$ cat config.mk
export PLATFORM = sky130hd
export DESIGN_NAME = asw_host
export DESIGN_NICKNAME = d
export VERILOG_FILES = /design/src/include/asw_pkg.sv /design/src/rtl/asw_lane_drive.sv /design/src/rtl/asw_host.sv
export SDC_FILE = /design/constraint.sdc
export NUM_CORES = 1
export LEC_CHECK = 0
export BUFFER_PORTS_ARGS = -buffer_cell sky130_fd_sc_hd__buf_2
export CAP_MARGIN = 30
export CORE_MARGIN = 2
export CORE_UTILIZATION = 47
export CTS_CLUSTER_SIZE = 25
export DETAILED_ROUTE_END_ITERATION = 16
export HOLD_SLACK_MARGIN = 0.12
export PLACE_DENSITY = 0.8
export SETUP_SLACK_MARGIN = 0.4
export SLEW_MARGIN = 10
export SYNTH_ARGS = -nofsm -noshare
export SYNTH_HDL_FRONTEND = slang
export SYNTH_HIERARCHICAL = 1
export SYNTH_SLANG_ARGS = --single-unit
$ cat constraint.sdc
create_clock -name CLK_SYS -period 2 [get_ports CLK_SYS]
set_clock_uncertainty 0.1 [all_clocks]
set_input_delay 0 -clock CLK_SYS [delete_from_list [all_inputs] [get_ports CLK_SYS]]
set_output_delay 0 -clock CLK_SYS [all_outputs]
set_load 0.03 [all_outputs]
$ cat src/include/asw_pkg.sv
package asw_pkg;

  localparam int unsigned ADDR_W  = 18;
  localparam int unsigned DATA_W  = 16;
  localparam int unsigned CLK_NS  = 50;

  // Write timing figures in nanoseconds (slower grade, covers both).
  localparam int unsigned T_CYCLE_NS    = 15;
  localparam int unsigned T_PULSE_NS    = 12;
  localparam int unsigned T_ADDR_END_NS = 12;
  localparam int unsigned T_DATA_END_NS = 7;
  localparam int unsigned T_QZ_NS       = 7;

  // Least times round up, and no count is under one cycle.
  localparam int unsigned PULSE_CYC_RAW = (T_PULSE_NS + CLK_NS - 1) / CLK_NS;
  localparam int unsigned PULSE_CYC = (PULSE_CYC_RAW < 1) ? 1 : PULSE_CYC_RAW;
  localparam int unsigned QZ_CYC_RAW = (T_QZ_NS + CLK_NS - 1) / CLK_NS;
  localparam int unsigned QZ_CYC = (QZ_CYC_RAW < 1) ? 1 : QZ_CYC_RAW;
  localparam int unsigned CNT_W = 4;

  localparam logic [ADDR_W-1:0] ADDR_RST = 18'h00000;
  localparam logic [DATA_W-1:0] DATA_RST = 16'h0000;

  typedef enum logic [1:0] {
    ST_IDLE  = 2'b00,
    ST_SETUP = 2'b01,
    ST_PULSE = 2'b11,
    ST_END   = 2'b10
  } asw_state_e;

  typedef enum logic [1:0] {
    WM_STROBE = 2'b00,
    WM_CHIP   = 2'b01,
    WM_LANE   = 2'b10
  } asw_mode_e;

  typedef struct packed {
    logic [ADDR_W-1:0] addr;
    logic [DATA_W-1:0] data;
    logic [1:0]        lanes;
    asw_mode_e         mode;
  } asw_req_s;

  typedef struct packed {
    logic [ADDR_W-1:0] addr_pins;
    logic              chip_sel_n;
    logic              wr_strobe_n;
    logic              out_gate_n;
    logic              low_lane_sel_n;
    logic              high_lane_sel_n;
  } asw_pins_s;

endpackage

$ cat src/rtl/asw_lane_drive.sv
`timescale 1ns/1ps
module asw_lane_drive
(
  input  wire logic                      clk,
  input  wire logic                      rst,
  input  wire logic                      load,
  input  wire logic                      drive,
  input  wire logic [asw_pkg::DATA_W-1:0] data_in,
  input  wire logic [1:0]                lanes,
  output logic      [asw_pkg::DATA_W-1:0] data_out,
  output logic      [asw_pkg::DATA_W-1:0] data_oe_n
);

  logic [asw_pkg::DATA_W-1:0] data_q;
  logic [asw_pkg::DATA_W-1:0] data_d;
  logic [asw_pkg::DATA_W-1:0] oe_n_q;
  logic [asw_pkg::DATA_W-1:0] oe_n_d;

  // Each lane drives its own byte only while it is selected.
  genvar g;
  for (g = 0; g < 2; g++)
  begin : g_lane
    always_comb
    begin
      data_d[g*8 +: 8] = load ? data_in[g*8 +: 8] : data_q[g*8 +: 8];
      oe_n_d[g*8 +: 8] = (drive && lanes[g]) ? 8'h00 : 8'hff;
    end
  end

  always_ff @(posedge clk)
  begin
    if (rst)
    begin
      data_q <= asw_pkg::DATA_RST;
      oe_n_q <= 16'hffff;
    end
    else
    begin
      data_q <= data_d;
      oe_n_q <= oe_n_d;
    end
  end

  assign data_out  = data_q;
  assign data_oe_n = oe_n_q;

endmodule

$ cat src/rtl/asw_host.sv
`timescale 1ns/1ps
module asw_host
(
  input  wire logic                          CLK_SYS,
  input  wire logic                          SYS_RST,
  input  wire logic                          REQ_VALID,
  output logic                               REQ_READY,
  input  wire asw_pkg::asw_req_s             REQ,
  output logic                               DONE,
  output asw_pkg::asw_pins_s                 PINS,
  output logic      [asw_pkg::DATA_W-1:0]    DATA_PINS_OUT,
  output logic      [asw_pkg::DATA_W-1:0]    DATA_PINS_OE_N
);

  asw_pkg::asw_state_e              state_q;
  asw_pkg::asw_state_e              state_d;
  asw_pkg::asw_req_s                req_q;
  asw_pkg::asw_req_s                req_d;
  logic [asw_pkg::CNT_W-1:0]        cnt_q;
  logic [asw_pkg::CNT_W-1:0]        cnt_d;
  asw_pkg::asw_pins_s               pins_q;
  asw_pkg::asw_pins_s               pins_d;
  logic                             done_q;
  logic                             done_d;
  logic                             load;
  logic                             drive;
  logic [1:0]                       lane_en;

  assign REQ_READY = (state_q == asw_pkg::ST_IDLE);
  assign load      = REQ_VALID && REQ_READY;
  assign lane_en   = (req_q.lanes == 2'b00) ? 2'b11 : req_q.lanes;

  always_comb
  begin
    state_d = state_q;
    req_d   = req_q;
    cnt_d   = cnt_q;
    pins_d  = pins_q;
    done_d  = 1'b0;
    drive   = 1'b0;
    case (state_q)
      asw_pkg::ST_IDLE:
      begin
        pins_d.chip_sel_n      = 1'b1;
        pins_d.wr_strobe_n     = 1'b1;
        pins_d.low_lane_sel_n  = 1'b1;
        pins_d.high_lane_sel_n = 1'b1;
        pins_d.out_gate_n      = 1'b1;
        if (load)
        begin
          req_d          = REQ;
          pins_d.addr_pins = REQ.addr;
          state_d        = asw_pkg::ST_SETUP;
        end
      end
      asw_pkg::ST_SETUP:
      begin
        // Address has been stable a cycle; lower all but the mode's controlling strobe, which opens the write in ST_PULSE.
        cnt_d = '0;
        drive = 1'b1;
        state_d = asw_pkg::ST_PULSE;
        case (req_q.mode)
          asw_pkg::WM_CHIP:
          begin
            pins_d.wr_strobe_n     = 1'b0;
            pins_d.low_lane_sel_n  = ~lane_en[0];
            pins_d.high_lane_sel_n = ~lane_en[1];
          end
          asw_pkg::WM_LANE:
          begin
            pins_d.chip_sel_n  = 1'b0;
            pins_d.wr_strobe_n = 1'b0;
          end
          default:
          begin
            pins_d.chip_sel_n      = 1'b0;
            pins_d.low_lane_sel_n  = ~lane_en[0];
            pins_d.high_lane_sel_n = ~lane_en[1];
          end
        endcase
      end
      asw_pkg::ST_PULSE:
      begin
        drive = 1'b1;
        // Chip select, write strobe and the enabled lane selects go low here, so the write interval is open.
        pins_d.chip_sel_n      = 1'b0;
        pins_d.wr_strobe_n     = 1'b0;
        pins_d.low_lane_sel_n  = ~lane_en[0];
        pins_d.high_lane_sel_n = ~lane_en[1];
        cnt_d = cnt_q + 4'h1;
        if (cnt_q >= 4'(asw_pkg::PULSE_CYC))
        begin
          state_d = asw_pkg::ST_END;
          case (req_q.mode)
            asw_pkg::WM_CHIP:
              pins_d.chip_sel_n = 1'b1;
            asw_pkg::WM_LANE:
            begin
              pins_d.low_lane_sel_n  = 1'b1;
              pins_d.high_lane_sel_n = 1'b1;
            end
            default:
              pins_d.wr_strobe_n = 1'b1;
          endcase
        end
      end
      asw_pkg::ST_END:
      begin
        // Address and data held one more cycle past the ending edge.
        pins_d.chip_sel_n      = 1'b1;
        pins_d.wr_strobe_n     = 1'b1;
        pins_d.low_lane_sel_n  = 1'b1;
        pins_d.high_lane_sel_n = 1'b1;
        done_d  = 1'b1;
        state_d = asw_pkg::ST_IDLE;
      end
      default:
        state_d = asw_pkg::ST_IDLE;
    endcase
  end

  always_ff @(posedge CLK_SYS)
  begin
    if (SYS_RST)
    begin
      state_q <= asw_pkg::ST_IDLE;
      req_q   <= '0;
      cnt_q   <= '0;
      pins_q  <= '{addr_pins: asw_pkg::ADDR_RST, default: 1'b1};
      done_q  <= 1'b0;
    end
    else
    begin
      state_q <= state_d;
      req_q   <= req_d;
      cnt_q   <= cnt_d;
      pins_q  <= pins_d;
      done_q  <= done_d;
    end
  end

  asw_lane_drive u_lane
  (
    .clk       (CLK_SYS),
    .rst       (SYS_RST),
    .load      (load),
    .drive     (drive),
    .data_in   (REQ.data),
    .lanes     (lane_en),
    .data_out  (DATA_PINS_OUT),
    .data_oe_n (DATA_PINS_OE_N)
  );

  assign PINS = pins_q;
  assign DONE = done_q;

endmodule

Word level (Yosys, flattened, before mapping)
Index checks and enable logic that the tools add are counted.
{"block": "totals", "word_cells": 56, "ff_bits": 65, "in_bits": 41, "output_inout_bits": 57}
{"block": "op_classes", "n_eq_ne": 10, "add_sub_neg": 1, "n_bitwise": 2, "reduce_logical": 11, "muxes": 19, "order_cmp": 1}
{"operator": "$mux W8", "count": 2}
{"operator": "$mux W2", "count": 7}
{"operator": "$pmux W2 S3", "count": 2}
{"operator": "$ne A2 B2 Y1 const B", "count": 4}
{"operator": "$pmux W2 S4", "count": 1}
{"operator": "$pmux W4 S2", "count": 1}
{"operator": "$eq A2 B2 Y1 const B", "count": 3}
{"operator": "$mux W1", "count": 6}
{"operator": "$reduce_or A2 Y1", "count": 3}
{"operator": "$add A4 B1 Y4 const B", "count": 1}
{"operator": "$eq A2 B1 Y1 const B", "count": 2}
{"operator": "$ge A4 B1 Y1 const B", "count": 1}
{"operator": "$logic_not A2 Y1", "count": 2}
{"operator": "$reduce_and A2 Y1", "count": 2}
{"operator": "$logic_and A1 B1 Y1", "count": 3}
{"operator": "$ne A2 B1 Y1 const B", "count": 1}
{"operator": "$not A1 Y1", "count": 2}
{"operator": "$reduce_bool A2 Y1", "count": 1}

Logic depth before layout (Yosys ltp)
{"block": "depth", "depth_word": 6, "mapped_depth": 8, "ltp_nobuf": 5}

Cells and area by module
The synthesis kept the hierarchy.
{"mod": "asw_host", "instances": 1, "area_per_inst_um2": 1466.4, "cells_each": 161, "seq_area_each_um2": 660.6}
{"mod": "asw_lane_drive", "instances": 1, "area_per_inst_um2": 740.7, "cells_each": 71, "seq_area_each_um2": 360.3}

Worst setup path before layout
OpenSTA, ideal clock, no wires.
{"block": "synth_timing", "kind": "reg-to-reg", "start": "register state_q[1]", "end": "register u_lane.data_q (netlist bit u_lane/data_out[10])", "arrival_ns": 1.496, "t_required_ns": 1.783, "n_path_buf": 4, "setup_ns": 0.117, "stages_incl_launch_ff": 9, "slack_ns": 0.287, "period_less_slack_ns": 1.713, "cell_sequence": "dfxtp_1 > or3b_1 > buf_2 > clkinv_4 > buf_12 > buf_6 > buf_12 > mux2i_1 > nor2_1"}
{"block": "synth_via", "elab_chain_len": 2}
{"item": "from (decl)", "line_no": "asw_host.sv:15", "text": "asw_pkg::asw_state_e state_q;"}
{"item": "from (signal assigned)", "line_no": "asw_host.sv:126", "text": "state_q <= asw_pkg::ST_IDLE;"}
{"item": "from (signal assigned)", "line_no": "asw_host.sv:134", "text": "state_q <= state_d;"}
{"item": "$logic_not A2 Y1", "line_no": "asw_host.sv:29", "text": "assign REQ_READY = (state_q == asw_pkg::ST_IDLE);"}
{"item": "$logic_and A1 B1 Y1", "line_no": "asw_host.sv:30", "text": "assign load = REQ_VALID && REQ_READY;"}
{"item": "named net load", "line_no": "asw_host.sv:25", "text": "logic load;"}
{"item": "to (signal assigned)", "line_no": "asw_lane_drive.sv:34", "text": "data_q <= asw_pkg::DATA_RST;"}
{"item": "to (signal assigned)", "line_no": "asw_lane_drive.sv:39", "text": "data_q <= data_d;"}
{"item": "to (decl)", "line_no": "asw_lane_drive.sv:14", "text": "logic [asw_pkg::DATA_W-1:0] data_q;"}
The timed path passes the listed nets, and every way through them passes these cells.
A chain may end at the register's enable or synchronous reset.

Final worst setup path
{"block": "layout_timing", "start": "register state_q[1]", "end": "register u_lane.data_q (netlist bit u_lane/data_out[9])"}
{"block": "layout_via", "elab_chain_len": 2}
{"item": "$logic_not A2 Y1", "line_no": "asw_host.sv:29"}
{"item": "$logic_and A1 B1 Y1", "line_no": "asw_host.sv:30"}
No other way between the ends.

==> impl_metrics.ini <==
[clock_network]
clock-sinks = 51
cts_max_path_buffers = 2
clk_pin_slew_ns = 0.09
cts_buffers = 5
cts_root_buf = clkbuf_8
h-tree-depth = 2
cts_tree = yes
clk_latency_ns = 0.30

[die]
ioPinCount = 98
dieHeight_um = 72.5
dieArea_um2 = 5260
die_w_um = 72.5
initial_core_util_pct = 49.7
rows = 24
coreArea_um2 = 4440

[sta]
slew_violations = 0
fmax_mhz = 656
finalHoldViolCount = 0
post-route-period-util_pct = 76.2
worst_slew_pin_slew_ns = 0.751
slew_headroom_pct = 49.9
fin_hold_ws_ns = 0.137
grt_setup_unrepaired = no
min_period_ns = 1.52
setup_tns_ns = 0
setup_viol = 0

[finish]
fin_nets = 396
final_core_util_pct = 69.5
syn2layout_area_growth_pct = 39.9
fillers = 331
drive_gt1_share_pct = 43.6
instances_no_fill = 403
diodes = 0

[power]
clockPowerShare_pct = 27.7
power.switching_w = 0.000722
p_sw_share_pct = 30.9
p_total_w = 0.00234
pwr-share-seq_pct = 47.8
combinationalPowerShare_pct = 24.5
p_per_area_nw_per_um2 = 758
leakagePower_nw = 1.38
p_int_w = 0.00162
ir_drop_mv = 0.483

[grt]
gr-usage-met3_pct = 6.39
grt-ovfl-total = 0
grt_pass1_vias = 1840
grt_max_degree = 37
grt_pass1_wl_um = 8130
met2_usage_pct = 32.9
grtUsageTotal_pct = 19.7
grt_antenna_before_repair = 0
met1_usage_pct = 24.0
grt.busiest_layer = met2

[detailed_routing]
wl_per_cell_um = 12.8
drc_errors = 0
vias = 1903
postRouteAntennaNets = 0
vias_per_cell = 4.72
drt-total-wl_um = 5140
dr.pass1.iters = 4
drt_first_iter_violations = 61

[status]
status = completed

[synth]
synth_area_leader_cell = dfxtp_1
ys.warnings.count = 6
async_reset_ff_share_pct = 0
synthesis.nets = 278
yosysSeqAreaShare_pct = 46.3
synth.most_common_cell = dfxtp_1
yosys.area.top_type_share_pct = 46.3
synth_cell_types = 33
syn_avg_cell_area_um2 = 9.51
ys.flop_type = dfxtp_1
synth_cells = 232
synth_area_um2 = 2210
synthTopCellsByCount = dfxtp_1, nand2_1, nor2_1, a21oi_2, nand2_2
ys_seq_elements = 51
synth_edf_count = 0
synthTopCellsByArea = dfxtp_1, a21oi_2, mux2i_1, nand2_2, buf_4

[setup_path]
cp.required_ns = 2.07
cp.arrival_ns = 1.59
end_kind = flip-flop
crit_fanout = 19
path_class = reg -> reg
startpoint_type = flip-flop

[hold_path]
hold_path_class = in -> reg

[run]
drv_cap = 0

[place]
numPortBuffers = 96
gp_congestion = 0.794
post-dp-hpwl_um = 3060
dp_cells = 353
-- registers in the layout, indices dropped and copies added (netlist names) --
name,cells
req_q,4
u_lane/data_oe_n,2
state_q,2
cnt_q,4
DONE,1
u_lane/data_out,16
PINS,22
-- layout make-up --
| cell class | instances | area [µm²] | area share [%] |
|---|---|---|---|
| Inverter | 6 | 35.0 | 1.13 |
| Timing Repair Buffer | 140 | 908 | 29.4 |
| Multi-Input combinational cell | 145 | 943 | 30.6 |
| Tap cell | 52 | 65.1 | 2.11 |
| Sequential cell | 51 | 1020 | 33.1 |
| Clock inverter | 1 | 7.51 | 0.243 |
| Timing Repair inverter | 1 | 8.76 | 0.284 |
| Clock buffer | 7 | 96.3 | 3.12 |
-- repair_timing --
item | in CTS | in global routing
pin swaps | 0 | 1
setup buffers | 0 | 2
hold buffers | 39 | 0
endpoints found under the hold margin | 39 | 0
setup endpoints to repair | 21 | 16
resized for setup | 3 | 1
gates cloned | 1 | 0
-- cell families (layout without fill, tap and decap cells) --
kind of cell | count (synthesis) | count (layout) | share of synthesized area [%]
DFF | 51 | 51 | 46.3
AOI/OAI and AO/OA | 35 | 35 | 11.7
and+or+nand+nor | 87 | 87 | 19.4
buffers and inverters | 36 | 155 | 11.8
muxes | 17 | 17 | 7.77
adders and majority gates | 5 | 5 | 2.83
other | 1 | 1 | 0.170
-- worst paths after layout --
check	startpoint	end	slack, ns	cells after the start
worst min-delay path	SYS_RST	u_lane/data_out[2]	0.14	2
worst max-delay path	state_q[1]	u_lane/data_out[9]	0.48	4
worst min register to register	PINS[5]	PINS[5]	0.37	2
worst max register to register	state_q[1]	u_lane/data_out[9]	0.48	4
-- stage by stage --
step | cell area (µm²) | setup slack, ns
6_report | 3090 | 0.477
3_3_place_gp | 2540 | 0.307
2_1_floorplan | 2220 | 0.300
5_1_grt | 3090 | 0.401
4_1_cts | 3060 | 0.447
3_5_place_dp | 2540 | 0.257
-- placed cells by master, fill, tap and decap left out, drive strengths merged, types with 2 or more instances in the layout --
cell type    Yosys  final
ha               5      5
dfxtp           51     51
nand2b           6      6
nand3            3      3
o21ai            7      7
o2bb2ai          2      2
clkbuf           4      7
clkinv           1      2
dlygate4sd3      0     39
nor2            20     20
inv              5      5
nor2b            3      3
nand2           47     47
mux2i           16     16
buf             26    101
a21oi           24     24
and3             2      2
-- power groups by stage --
stage	sequential [W]	clock [W]	combinational, W
2_1_floorplan	0.00125	0	0.000304
3_3_place_gp	0.00114	0	0.000491
3_5_place_dp	0.00114	0	0.000497
4_1_cts	0.00112	0.000671	0.000565
5_1_grt	0.00113	0.000699	0.000616
6_report	0.00112	0.000648	0.000573
-- critical path: stages (launching register included) --
cell	delay [ns]
dfxtp_2	0.39
or3b_4	0.46
clkinv_8	0.15
mux2i_1	0.23
nor2_1	0.06
-- metal layers --
metal	wire length [µm]	part of all wire, %
met5	0	0
met3	358	7.0
met4	59	1.1
met1	2240	44
met2	2480	48
Note: power is estimated with default switching activity, not from simulation.
